==> config.mk <==
export PLATFORM = sky130hd
export DESIGN_NAME = subdevice_window_router
export DESIGN_NICKNAME = d
export VERILOG_FILES = /design/src/window_router_pkg.sv /design/src/subdevice_window_router.sv
export SDC_FILE = /design/constraint.sdc
export NUM_CORES = 1
export LEC_CHECK = 0
export BUFFER_PORTS_ARGS = -buffer_cell sky130_fd_sc_hd__buf_2
export CAP_MARGIN = 15
export CORE_MARGIN = 2
export CORE_UTILIZATION = 45
export DETAILED_ROUTE_END_ITERATION = 6
export PLACE_DENSITY = 0.69
export SETUP_SLACK_MARGIN = 0.05
export SLEW_MARGIN = 5
export SYNTH_ARGS = -nofsm -noshare
export SYNTH_HDL_FRONTEND = slang
export SYNTH_SLANG_ARGS = --single-unit
==> constraint.sdc <==
create_clock -name SYS_CLK -period 8.08 [get_ports SYS_CLK]
set_clock_uncertainty 0.1 [all_clocks]
set_input_delay 0 -clock SYS_CLK [delete_from_list [all_inputs] [get_ports SYS_CLK]]
set_output_delay 0 -clock SYS_CLK [all_outputs]
set_load 0.03 [all_outputs]
==> src/window_router_pkg.sv <==
package window_router_pkg;

  // ----------------------------------------------------------------
  // host window layout
  // ----------------------------------------------------------------
  localparam int          HOST_ADDR_W    = 5;
  localparam int          DATA_W         = 16;
  localparam int          SUB_ADDR_W     = 8;
  localparam logic [4:0]  WIN_SELECT_OFS = 5'h1e;
  localparam logic [4:0]  WIN_LAST_OFS   = 5'h1d;
  localparam int          SEL_FIELD_LSB  = 4;
  localparam int          PAGE_FIELD_LSB = 0;
  localparam int          PAGE_STEP_LSB  = 4;
  localparam logic [7:0]  WIN_SELECT_RST = 8'h00;

  // ----------------------------------------------------------------
  // sub-device codes and register offsets
  // ----------------------------------------------------------------
  typedef enum logic [3:0] {
    SUB_UART = 4'h0,
    SUB_CAN  = 4'h1,
    SUB_ADC  = 4'h2,
    SUB_GPIO = 4'h3
  } sub_sel_e;

  localparam logic [7:0]  GPIO_OUT_OFS   = 8'h00;
  localparam logic [7:0]  GPIO_IN_OFS    = 8'h02;
  localparam logic [7:0]  ADC_REG_OFS    = 8'h00;
  localparam logic [15:0] GPIO_OUT_RST   = 16'h0000;
  localparam logic [15:0] ADC_RESULT_RST = 16'h0000;
  localparam logic [6:0]  ADC_CMD_RST    = 7'h00;

  // ----------------------------------------------------------------
  // converter link timing
  // ----------------------------------------------------------------
  localparam longint CLK_HZ          = 250000000;
  localparam longint ADC_RATE_HZ     = 190000;
  localparam int     ADC_FRAME_CYC   = int'(CLK_HZ / ADC_RATE_HZ);
  localparam int     ADC_SCK_HALF    = 16;
  localparam int     ADC_FRAME_BITS  = 16;
  localparam int     ADC_CMD_BITS    = 7;

  // sub-device bus carried as one bundle
  typedef struct packed {
    logic [SUB_ADDR_W-1:0] addr;
    logic [DATA_W-1:0]     wdata;
    logic                  wr;
    logic                  rd;
  } sub_bus_s;

endpackage
==> src/subdevice_window_router.sv <==
// How it works
// select 0x1 shows CAN space at base
// low nibble pages CAN register space
// writing 0x00 selects UART at offset zero
// writing 0x30 selects GPIO at offset zero
// GPIO word zero drives sixteen outputs
// GPIO word two low byte reads inputs
// writing 0x20 selects ADC at offset zero
// ADC has one register at offset zero
// ADC write sends 7-bit command serially
// ADC converts continuously at 190k conversions per second
// ADC read returns latest conversion result
// select register at 0x1e, bits 7-4 device
// bits 3-0 shift window by 16 bytes
// offsets 0x00-0x1d form sub-device window
// host uses 16-bit cycles only
// GPIO input upper byte zero, writes ignored
`timescale 1ns/10ps
`default_nettype none

module subdevice_window_router
  import window_router_pkg::*;
#(
  parameter int FRAME_CYC = ADC_FRAME_CYC,
  parameter int SCK_HALF  = ADC_SCK_HALF
) (
  input  wire logic                   SYS_CLK,
  input  wire logic                   ARST_N,
  input  wire logic [HOST_ADDR_W-1:0] BUS_ADDR,
  input  wire logic                   BUS_WR,
  input  wire logic                   BUS_RD,
  input  wire logic [DATA_W-1:0]      BUS_WDATA,
  output logic      [DATA_W-1:0]      BUS_RDATA,
  output logic                        BUS_RVALID,
  output sub_bus_s                    UART_BUS,
  input  wire logic [DATA_W-1:0]      UART_RDATA,
  output sub_bus_s                    CAN_BUS,
  input  wire logic [DATA_W-1:0]      CAN_RDATA,
  output logic      [15:0]            GPIO_OUT,
  input  wire logic [7:0]             GPIO_IN,
  output logic                        ADC_CS_N,
  output logic                        ADC_SCK,
  output logic                        ADC_MOSI,
  input  wire logic                   ADC_MISO
);

  // ----------------------------------------------------------------
  // elaboration checks
  // ----------------------------------------------------------------
  if (SCK_HALF < 1 || FRAME_CYC < 2 * SCK_HALF * ADC_FRAME_BITS + 4) begin : bad_timing
    $error("converter frame does not fit in the conversion period");
  end

  // ----------------------------------------------------------------
  // helpers
  // ----------------------------------------------------------------
  // effective sub-device byte address from window offset and page
  function automatic logic [SUB_ADDR_W-1:0] eff_addr(input logic [4:0] ofs,
                                                      input logic [3:0] page);
    eff_addr = SUB_ADDR_W'({page, 4'h0}) + SUB_ADDR_W'(ofs);
  endfunction

  // ----------------------------------------------------------------
  // request decode
  // ----------------------------------------------------------------
  logic [7:0]            win_select_reg;
  logic [3:0]            dev_sel;
  logic [3:0]            page_sel;
  logic [4:0]            word_ofs;
  logic                  hit_select;
  logic                  hit_window;
  logic [SUB_ADDR_W-1:0] sub_addr;

  // byte lane 0 is forced, every access is a full word
  assign word_ofs   = {BUS_ADDR[4:1], 1'b0};
  assign dev_sel    = win_select_reg[SEL_FIELD_LSB +: 4];
  assign page_sel   = win_select_reg[PAGE_FIELD_LSB +: 4];
  assign hit_select = (word_ofs == WIN_SELECT_OFS);
  assign hit_window = (word_ofs <= WIN_LAST_OFS);
  assign sub_addr   = eff_addr(word_ofs, page_sel);

  logic sel_uart;
  logic sel_can;
  logic sel_adc;
  logic sel_gpio;

  assign sel_uart = hit_window && (dev_sel == SUB_UART);
  assign sel_can  = hit_window && (dev_sel == SUB_CAN);
  assign sel_adc  = hit_window && (dev_sel == SUB_ADC) && (sub_addr == ADC_REG_OFS);
  assign sel_gpio = hit_window && (dev_sel == SUB_GPIO);

  // ----------------------------------------------------------------
  // window select register
  // ----------------------------------------------------------------
  // reserved upper byte is not stored
  always_ff @(posedge SYS_CLK or negedge ARST_N) begin
    if (!ARST_N) begin
      win_select_reg <= WIN_SELECT_RST;
    end else if (BUS_WR && hit_select) begin
      win_select_reg <= BUS_WDATA[7:0];
    end
  end

  // ----------------------------------------------------------------
  // external sub-device buses
  // ----------------------------------------------------------------
  // registered strobes, address and data towards uart and can cores
  always_ff @(posedge SYS_CLK or negedge ARST_N) begin
    if (!ARST_N) begin
      UART_BUS <= '0;
      CAN_BUS  <= '0;
    end else begin
      UART_BUS.addr  <= sub_addr;
      UART_BUS.wdata <= BUS_WDATA;
      UART_BUS.wr    <= BUS_WR && sel_uart;
      UART_BUS.rd    <= BUS_RD && sel_uart;
      CAN_BUS.addr   <= sub_addr;
      CAN_BUS.wdata  <= BUS_WDATA;
      CAN_BUS.wr     <= BUS_WR && sel_can;
      CAN_BUS.rd     <= BUS_RD && sel_can;
    end
  end

  // ----------------------------------------------------------------
  // gpio front end
  // ----------------------------------------------------------------
  // output word written at offset zero; input word is read only
  always_ff @(posedge SYS_CLK or negedge ARST_N) begin
    if (!ARST_N) begin
      GPIO_OUT <= GPIO_OUT_RST;
    end else if (BUS_WR && sel_gpio && sub_addr == GPIO_OUT_OFS) begin
      GPIO_OUT <= BUS_WDATA;
    end
  end

  // ----------------------------------------------------------------
  // adc command store
  // ----------------------------------------------------------------
  logic [6:0]  adc_cmd_reg;
  logic [15:0] adc_result_reg;

  always_ff @(posedge SYS_CLK or negedge ARST_N) begin
    if (!ARST_N) begin
      adc_cmd_reg <= ADC_CMD_RST;
    end else if (BUS_WR && sel_adc) begin
      adc_cmd_reg <= BUS_WDATA[ADC_CMD_BITS-1:0];
    end
  end

  // ----------------------------------------------------------------
  // adc serial link, free running
  // ----------------------------------------------------------------
  typedef enum logic [1:0] {
    ST_GAP   = 2'b00,
    ST_SHIFT = 2'b01,
    ST_DONE  = 2'b10
  } adc_state_e;

  adc_state_e  adc_state_reg;
  logic [15:0] frame_cnt_reg;
  logic [15:0] half_cnt_reg;
  logic [4:0]  bit_cnt_reg;
  logic [15:0] tx_shift_reg;
  logic [15:0] rx_shift_reg;
  logic        frame_tick;
  logic        half_tick;

  assign frame_tick = (frame_cnt_reg == 16'(FRAME_CYC - 1));
  assign half_tick  = (half_cnt_reg == 16'(SCK_HALF - 1));

  // conversion period counter, never waits for the host
  always_ff @(posedge SYS_CLK or negedge ARST_N) begin
    if (!ARST_N) begin
      frame_cnt_reg <= '0;
    end else if (frame_tick) begin
      frame_cnt_reg <= '0;
    end else begin
      frame_cnt_reg <= frame_cnt_reg + 16'h0001;
    end
  end

  // serial clock half period divider, runs inside a frame only
  always_ff @(posedge SYS_CLK or negedge ARST_N) begin
    if (!ARST_N) begin
      half_cnt_reg <= '0;
    end else if (adc_state_reg != ST_SHIFT || half_tick) begin
      half_cnt_reg <= '0;
    end else begin
      half_cnt_reg <= half_cnt_reg + 16'h0001;
    end
  end

  // frame sequencer: command out msb first, result sampled on rise
  always_ff @(posedge SYS_CLK or negedge ARST_N) begin
    if (!ARST_N) begin
      adc_state_reg <= ST_GAP;
      bit_cnt_reg   <= '0;
      tx_shift_reg  <= '0;
      rx_shift_reg  <= '0;
      ADC_CS_N      <= 1'b1;
      ADC_SCK       <= 1'b0;
      ADC_MOSI      <= 1'b0;
    end else begin
      case (adc_state_reg)
        ST_GAP: begin
          if (frame_tick) begin
            adc_state_reg <= ST_SHIFT;
            tx_shift_reg  <= {adc_cmd_reg, 9'h000} << 1;
            ADC_MOSI      <= adc_cmd_reg[6];
            ADC_CS_N      <= 1'b0;
            bit_cnt_reg   <= '0;
          end
        end
        ST_SHIFT: begin
          if (half_tick) begin
            ADC_SCK <= ~ADC_SCK;
            if (!ADC_SCK) begin
              rx_shift_reg <= {rx_shift_reg[14:0], ADC_MISO};
            end else begin
              ADC_MOSI     <= tx_shift_reg[15];
              tx_shift_reg <= {tx_shift_reg[14:0], 1'b0};
              bit_cnt_reg  <= bit_cnt_reg + 5'h01;
              if (bit_cnt_reg == 5'(ADC_FRAME_BITS - 1)) begin
                adc_state_reg <= ST_DONE;
              end
            end
          end
        end
        ST_DONE: begin
          ADC_CS_N      <= 1'b1;
          ADC_MOSI      <= 1'b0;
          adc_state_reg <= ST_GAP;
        end
        default: begin
          adc_state_reg <= ST_GAP;
          ADC_CS_N      <= 1'b1;
          ADC_SCK       <= 1'b0;
        end
      endcase
    end
  end

  // last completed conversion held for host reads
  always_ff @(posedge SYS_CLK or negedge ARST_N) begin
    if (!ARST_N) begin
      adc_result_reg <= ADC_RESULT_RST;
    end else if (adc_state_reg == ST_DONE) begin
      adc_result_reg <= rx_shift_reg;
    end
  end

  // ----------------------------------------------------------------
  // read return path
  // ----------------------------------------------------------------
  typedef enum logic [2:0] {
    RS_ZERO   = 3'b000,
    RS_SELECT = 3'b001,
    RS_UART   = 3'b010,
    RS_CAN    = 3'b011,
    RS_LOCAL  = 3'b100
  } read_src_e;

  read_src_e   rd_src_reg;
  logic        rd_pend_reg;
  logic [15:0] local_rdata_reg;
  logic [15:0] local_rdata;

  // internal read value chosen in the request cycle
  always_comb begin
    local_rdata = 16'h0000;
    if (sel_adc) begin
      local_rdata = adc_result_reg;
    end else if (sel_gpio && sub_addr == GPIO_OUT_OFS) begin
      local_rdata = GPIO_OUT;
    end else if (sel_gpio && sub_addr == GPIO_IN_OFS) begin
      local_rdata = {8'h00, GPIO_IN};
    end
  end

  // first stage: note source of the pending read
  always_ff @(posedge SYS_CLK or negedge ARST_N) begin
    if (!ARST_N) begin
      rd_pend_reg     <= 1'b0;
      rd_src_reg      <= RS_ZERO;
      local_rdata_reg <= '0;
    end else begin
      rd_pend_reg     <= BUS_RD;
      local_rdata_reg <= local_rdata;
      if (hit_select) begin
        rd_src_reg <= RS_SELECT;
      end else if (sel_uart) begin
        rd_src_reg <= RS_UART;
      end else if (sel_can) begin
        rd_src_reg <= RS_CAN;
      end else if (sel_adc || sel_gpio) begin
        rd_src_reg <= RS_LOCAL;
      end else begin
        rd_src_reg <= RS_ZERO;
      end
    end
  end

  // second stage: capture answer, sub-device data valid here
  always_ff @(posedge SYS_CLK or negedge ARST_N) begin
    if (!ARST_N) begin
      BUS_RDATA  <= '0;
      BUS_RVALID <= 1'b0;
    end else begin
      BUS_RVALID <= rd_pend_reg;
      if (rd_pend_reg) begin
        case (rd_src_reg)
          RS_SELECT: BUS_RDATA <= {8'h00, win_select_reg};
          RS_UART:   BUS_RDATA <= UART_RDATA;
          RS_CAN:    BUS_RDATA <= CAN_RDATA;
          RS_LOCAL:  BUS_RDATA <= local_rdata_reg;
          default:   BUS_RDATA <= 16'h0000;
        endcase
      end
    end
  end

endmodule

`default_nettype wire

# Word level (Yosys, flattened, before mapping)
# Cells that the tools add are included.
[totals]
word_cells = 111
regBits = 186
input_bits = 66
output_inout_bits = 88
[classes]
n_lt_le_gt_ge = 1
addsub = 4
eq_ne = 19
n_mux = 31
reduce_logical = 29
n_bitwise = 3
[op_table]
columns = ["operator", "n"]
rows = [
  ["two-way mux 16 bit", 7],
  ["case mux 16 bit (4 select lines)", 1],
  ["adder 16 x 1 -> 16 bit (second input constant)", 2],
  ["case mux 16 bit (2 select lines)", 1],
  ["== test 16 x 11 -> 1 bit (second input constant)", 1],
  ["== test 16 x 4 -> 1 bit (second input constant)", 1],
  ["logical AND 1 bit", 15],
  ["two-way mux 5 bit", 3],
  ["two-way mux 3 bit", 4],
  ["AND reduction 4 bit", 3],
  ["case mux 5 bit (2 select lines)", 1],
  ["adder 8 x 5 -> 8 bit", 1],
  ["== test 4 x 2 -> 1 bit (second input constant)", 2],
  ["== test 8 x 2 -> 1 bit (second input constant)", 1],
  ["logical NOT 8 bit", 1],
  ["two-way mux 2 bit", 4],
  ["two-way mux 8 bit", 1],
  ["!= test 2 bit (second input constant)", 4],
  ["== test 3 x 2 -> 1 bit (second input constant)", 2],
  ["adder 5 x 1 -> 5 bit (second input constant)", 1],
  ["== test 5 x 4 -> 1 bit (second input constant)", 1],
  ["<= comparator 5 bit (second input constant)", 1],
  ["two-way mux 1 bit", 5],
  ["== test 4 x 1 -> 1 bit (second input constant)", 1],
  ["other kinds (18)", 23],
]

# Logic depth before layout (Yosys ltp)
[logic_depth]
ltp_word = 8
ltp_mapped = 9
mapped_depth_nobuf = 7

# Worst setup path after synthesis
# Ideal clock, no wire load.
[synth_timing]
kind = "register to register"
start = "register half_cnt_reg[8]"
end = "register rx_shift_reg[10]"
stages_incl_launch_ff = 7
t_arrival_ns = 2.354
path_buffers = 2
path_slack_ns = 5.501
required_time_ns = 7.855
path_cell_list = "dfrtp_1 -> or4_4 -> or4_4 -> buf_6 -> nor3_4 -> buf_12 -> mux2_4"
[synth_via]
elab_chain_cells = 2
[synth_rtl]
columns = ["item", "line", "source"]
rows = [
  ["start, declared", "subdevice_window_router.sv:161", "logic [15:0] half_cnt_reg;"],
  ["start signal, assigned", "subdevice_window_router.sv:189", "half_cnt_reg <= half_cnt_reg + 16'h0001;"],
  ["== test 16 x 4 -> 1 bit", "subdevice_window_router.sv:169", "assign half_tick = (half_cnt_reg == 16'(SCK_HALF - 1));"],
  ["AND reduction 3 bit (no line)", "n/a", ""],
  ["end signal, assigned", "subdevice_window_router.sv:218", "rx_shift_reg <= {rx_shift_reg[14:0], ADC_MISO};"],
  ["end, declared", "subdevice_window_router.sv:164", "logic [15:0] rx_shift_reg;"],
]
# No other way between the ends.
# A chain may end at the register's enable or synchronous reset.

# Worst setup path in the final report
[layout_timing]
start = "register win_select_reg[0]"
end = "register GPIO_OUT[11]"
[layout_via]
elab_chain_cells = 3
[layout_rtl]
columns = ["item", "line", "source"]
rows = [
  ["start, declared", "subdevice_window_router.sv:66", "logic [7:0] win_select_reg;"],
  ["start signal, assigned", "subdevice_window_router.sv:100", "win_select_reg <= BUS_WDATA[7:0];"],
  ["adder 8 x 5 -> 8 bit", "subdevice_window_router.sv:60", "eff_addr = SUB_ADDR_W'({page, 4'h0}) + SUB_ADDR_W'(ofs);"],
  ["net sub_addr[5]", "subdevice_window_router.sv:72", "logic [SUB_ADDR_W-1:0] sub_addr;"],
  ["logical NOT 8 bit", "subdevice_window_router.sv:131", "end else if (BUS_WR && sel_gpio && sub_addr == GPIO_OUT_OFS) begin"],
  ["logical AND 1 bit", "subdevice_window_router.sv:131", ""],
  ["end signal, assigned", "subdevice_window_router.sv:130", "GPIO_OUT <= GPIO_OUT_RST;"],
  ["end signal, assigned", "subdevice_window_router.sv:132", "GPIO_OUT <= BUS_WDATA;"],
  ["end, declared", "subdevice_window_router.sv:39", "output logic [15:0] GPIO_OUT,"],
]
# The timed path passes the listed nets, and every way through them passes these cells.

==> summary.log <==
INFO  yosys          synth.top_cells.by_area=sky130_fd_sc_hd__dfrtp_1 (57%), sky130_fd_sc_hd__mux2_2 (8.0%), sky130_fd_sc_hd__buf_4 (2.5%)
INFO  pwr            power.sequential.fraction=46.6%
INFO  global_routing grt-ovfl-total=0
INFO  global_routing grt_antenna_before_repair=0
INFO  floorplan      design.portCount=154
INFO  cts            clk_path_buf_depth=2
INFO  cells_and_area finish.net_count=895
INFO  cts            cts-resized-gates=0
INFO  yosys          share_of_the_yosys_chip_area_belonging_to_registers=57.44%
INFO  yosys          netlist_area=0.007626mm²
INFO  route          vias=5561
INFO  yosys          synth_area_per_cell=12.10µm²
INFO  cells_and_area highest_count_cells_in_the_layout_ignoring_fill_and_taps=sky130_fd_sc_hd__dfrtp_1 (174), sky130_fd_sc_hd__buf_2 (149), sky130_fd_sc_hd__dlygate4sd3_1 (64)
INFO  cts            cts_h_tree_depth=4
INFO  critical_path  critical_path_class=flop to flop
INFO  worst_hold_path timing.hold.worst_path_depth=2
INFO  pwr            static-leakage-power=0.004637µW
INFO  critical_path  setup.reg_to_reg.worst_slack=4.96ns
INFO  sta            setup_ws=4.964ns
INFO  yosys          synth_cell_type_count=53
INFO  yosys          ys_dominant_reg_cell=sky130_fd_sc_hd__dfrtp_1
INFO  cells_and_area largest_reg_flops=25
INFO  cells_and_area area_overhead_of_the_layout_relative_to_synthesis=25.64%
INFO  floorplan      start_util=45.99%
INFO  sta            drv_slew=0
INFO  place          placed_cells=955
INFO  route          vias_per_cell=5.296
INFO  sta            maxSlewHeadroom=30.78%
INFO  global_routing grt-busiest-layer=met2
INFO  global_routing grt_max_degree=118
INFO  floorplan      die-width=134.2µm
INFO  critical_path  reg2regPathDepth=6
INFO  critical_path  critical_path.cell_chain=ha_1, ha_1, or4_1, nor2_1, nand3_1, mux2_2
INFO  floorplan      std_cell_rows=47
INFO  cells_and_area antennaDiodeCount=0
INFO  yosys          post_synthesis_instance_total=630
INFO  floorplan      die-area=0.01800mm²
INFO  floorplan      fp.dieH=134.2µm
INFO  run_status     run_status=finished, final reports clean
INFO  critical_path  endpoint_kind=flop
INFO  cts            clock_tree.root_cell=sky130_fd_sc_hd__clkbuf_16
INFO  critical_path  crit_top_cell=sky130_fd_sc_hd__ha_1
INFO  worst_hold_path hold_wc_path_type=primary input to flop
INFO  critical_path  cp.required=8.28ns
INFO  cts            cts_tree=built
INFO  critical_path  crit_path_max_incr_delay=0.63ns
INFO  cells_and_area layout.core_utilization=57.78%
INFO  critical_path  crit_start=win_select_reg[0]
INFO  job            timing.max_cap.violations=0
INFO  critical_path  crit_path_max_fanout=16
INFO  cts            numClockSinks=175
INFO  critical_path  crit_slowest_cell=sky130_fd_sc_hd__nand3_1
INFO  global_routing grt_pass1_wl=28590µm
INFO  cells_and_area final_common_cell=sky130_fd_sc_hd__dfrtp_1
INFO  sta            final_hold_fails=0
INFO  global_routing grt.total_usage=20.20%
INFO  sta            total_setup_violations_reported_at_the_end_of_the_flow=0
INFO  cts            cts_inserted_buffers=17
INFO  global_routing number_of_global_route_vias_before_repair=5643
INFO  place          pre_cts_ws=4.996ns
INFO  floorplan      core_region_area=0.01658mm²
INFO  critical_path  arrival=3.32ns
INFO  sta            grt_setup_unrepaired=false
INFO  global_routing globalRouteMet3Util=4.308%
INFO  place          gpl.final_weighted_congestion=0.8911
INFO  sta            post-route-period-util=38.57%
INFO  cells_and_area share_of_final_layout_standard_cells_stronger_than_drive_strength_1=30.48%
INFO  worst_hold_path timing.hold.worst_endpoint=CAN_BUS[12]
INFO  yosys          yosys_register_bits=175
INFO  pwr            p_sw=560.6µW
INFO  yosys          synth-edff-count=0
INFO  cts            clk_pin_slew_worst_paths=0.06ns
INFO  route          antenna_left=0
INFO  pwr            internal_power=1521µW
INFO  route          detail_route.iter0.violations=356
INFO  pwr            peakVddDrop=164.3µV
INFO  cells_and_area top_register=CAN_BUS
INFO  critical_path  launching_point_of_the_worst_reg2reg_path=win_select_reg[0]
INFO  pwr            power-per-cell-area=217.2mW/mm²
INFO  yosys          async_reset_ff_share=100.0%
INFO  global_routing grtUsageMet2=34.55%
INFO  place          place_hpwl=11980µm
INFO  yosys          synth_top_cell_by_area=sky130_fd_sc_hd__dfrtp_1
INFO  critical_path  setup.worst_path.start_class=flop
INFO  yosys          netlist.area_leader.share=57.10%
INFO  worst_hold_path hold_path.startpoint=BUS_WDATA[10]
INFO  sta            timing.fmax=320.9MHz
INFO  global_routing grt_use_met1=25.04%
INFO  pwr            power.combinational.fraction=15.7%
INFO  route          average_detailed_routed_wire_length_per_instance=16.57µm
INFO  place          port_buffers=150
INFO  sta            setup_total_negative_slack=0ns
INFO  yosys          synth_warnings=0
INFO  sta            fin_crit=3.116ns
INFO  route          post-route-drc-count=0
INFO  pwr            fraction_of_power_spent_switching_nets=26.94%
INFO  sta            slew_at_the_pin_closest_to_its_max_slew_limit=1.038ns
INFO  pwr            share_clk_of_total_power=37.7%
INFO  route          postRouteWirelength=17400µm
INFO  cts            clock_insertion_delay_worst_skew=0.43ns
INFO  route          drt_pre_antenna_iters=5
INFO  critical_path  reg2reg_to=GPIO_OUT[11]
INFO  cells_and_area final_cell_count_no_fill=1050
[worst max path at each step]
stage                                    end  slack (ns)  depth (start not counted)
after floorplan             rx_shift_reg[10]        5.50                          6
after global placement          GPIO_OUT[12]        5.05                          6
after detailed placement        GPIO_OUT[11]        5.00                          6
after CTS                       GPIO_OUT[11]        4.96                          6
after global routing      local_rdata_reg[6]        4.63                          6
final                           GPIO_OUT[11]        4.96                          6
[metal layers]
metal / up-vias / wire length, µm
met1: 2744 / 7223
met5: - / 0
li1: 2596 / -
met2: 194 / 8885
met4: 0 / 328
met3: 27 / 960
[through the flow]
stage,cell area [µm²],total power [µW],hold slack (ns)
after floorplan,7630,1179,-0.3956
after global placement,8377,1264,0.02187
after detailed placement,8377,1271,0.02430
after CTS,9574,2087,0.1245
after global routing,9582,2168,0.1135
final,9582,2081,0.1220
[critical path, delay by kind of cell, from the launching register on]
kind          cells  cell delay [ns]
simple gates      3             1.39
flops             1             0.41
fa+ha+maj         2             0.57
mux               1             0.53
[cell type report]
type | count | area (µm²)
multi-input combinational | 376 | 2829
fill | 1330 | 7002
tap | 220 | 275.3
sequential | 175 | 4380
clock buffer | 24 | 471.7
clock inverter | 6 | 85.08
timing repair buffer | 217 | 1420
inverter | 32 | 120.1
[repair_timing]
action,in CTS,in global routing
hold endpoints to repair,199,0
hold buffers,64,0
setup buffers,0,0
[logic make-up after synthesis]
logic type / synth area share [%]
flops: 57.44
fa+ha+maj: 1.641
buf+inv: 5.513
xor+xnor: 3.216
mux: 12.31
simple gates: 10.65
other cells: 0.04917
compound gates: 9.188
[power groups by stage]
stage / logic, µW / clock network (µW) / registers, µW
after floorplan: 154 / 0 / 1020
after global placement: 281 / 0 / 983
after detailed placement: 286 / 0 / 985
after CTS: 324 / 794 / 969
after global routing: 353 / 839 / 975
final: 327 / 784 / 970
[cells in the mapped netlist, types with 2 or more instances]
cell type	instances
sky130_fd_sc_hd__inv_1	32
sky130_fd_sc_hd__nor4_1	6
sky130_fd_sc_hd__nand2_1	25
sky130_fd_sc_hd__a21oi_1	17
sky130_fd_sc_hd__ha_1	10
sky130_fd_sc_hd__o22ai_1	18
sky130_fd_sc_hd__nor3b_1	2
sky130_fd_sc_hd__dfrtp_1	174
sky130_fd_sc_hd__o22a_1	8
sky130_fd_sc_hd__nand4_1	8
sky130_fd_sc_hd__xor2_1	13
sky130_fd_sc_hd__or4_4	2
sky130_fd_sc_hd__or3_1	2
sky130_fd_sc_hd__buf_2	2
sky130_fd_sc_hd__a22oi_1	7
sky130_fd_sc_hd__o221a_2	4
sky130_fd_sc_hd__o21ai_0	18
sky130_fd_sc_hd__nor2b_1	3
sky130_fd_sc_hd__or4_1	4
sky130_fd_sc_hd__and3_1	13
sky130_fd_sc_hd__a2bb2oi_1	8
sky130_fd_sc_hd__nand3_1	20
sky130_fd_sc_hd__nor2_1	40
sky130_fd_sc_hd__buf_1	2
sky130_fd_sc_hd__and2_1	2
sky130_fd_sc_hd__mux2_2	54
sky130_fd_sc_hd__nand2b_1	7
sky130_fd_sc_hd__nor3_1	10
sky130_fd_sc_hd__buf_4	25
sky130_fd_sc_hd__mux2_4	10
sky130_fd_sc_hd__xnor2_1	15
sky130_fd_sc_hd__a41oi_1	2
sky130_fd_sc_hd__a22o_1	8
sky130_fd_sc_hd__clkbuf_1	17
sky130_fd_sc_hd__mux2i_1	18
sky130_fd_sc_hd__and4_1	4
sky130_fd_sc_hd__nor4b_1	4
Power figures use the tool's default switching activity.
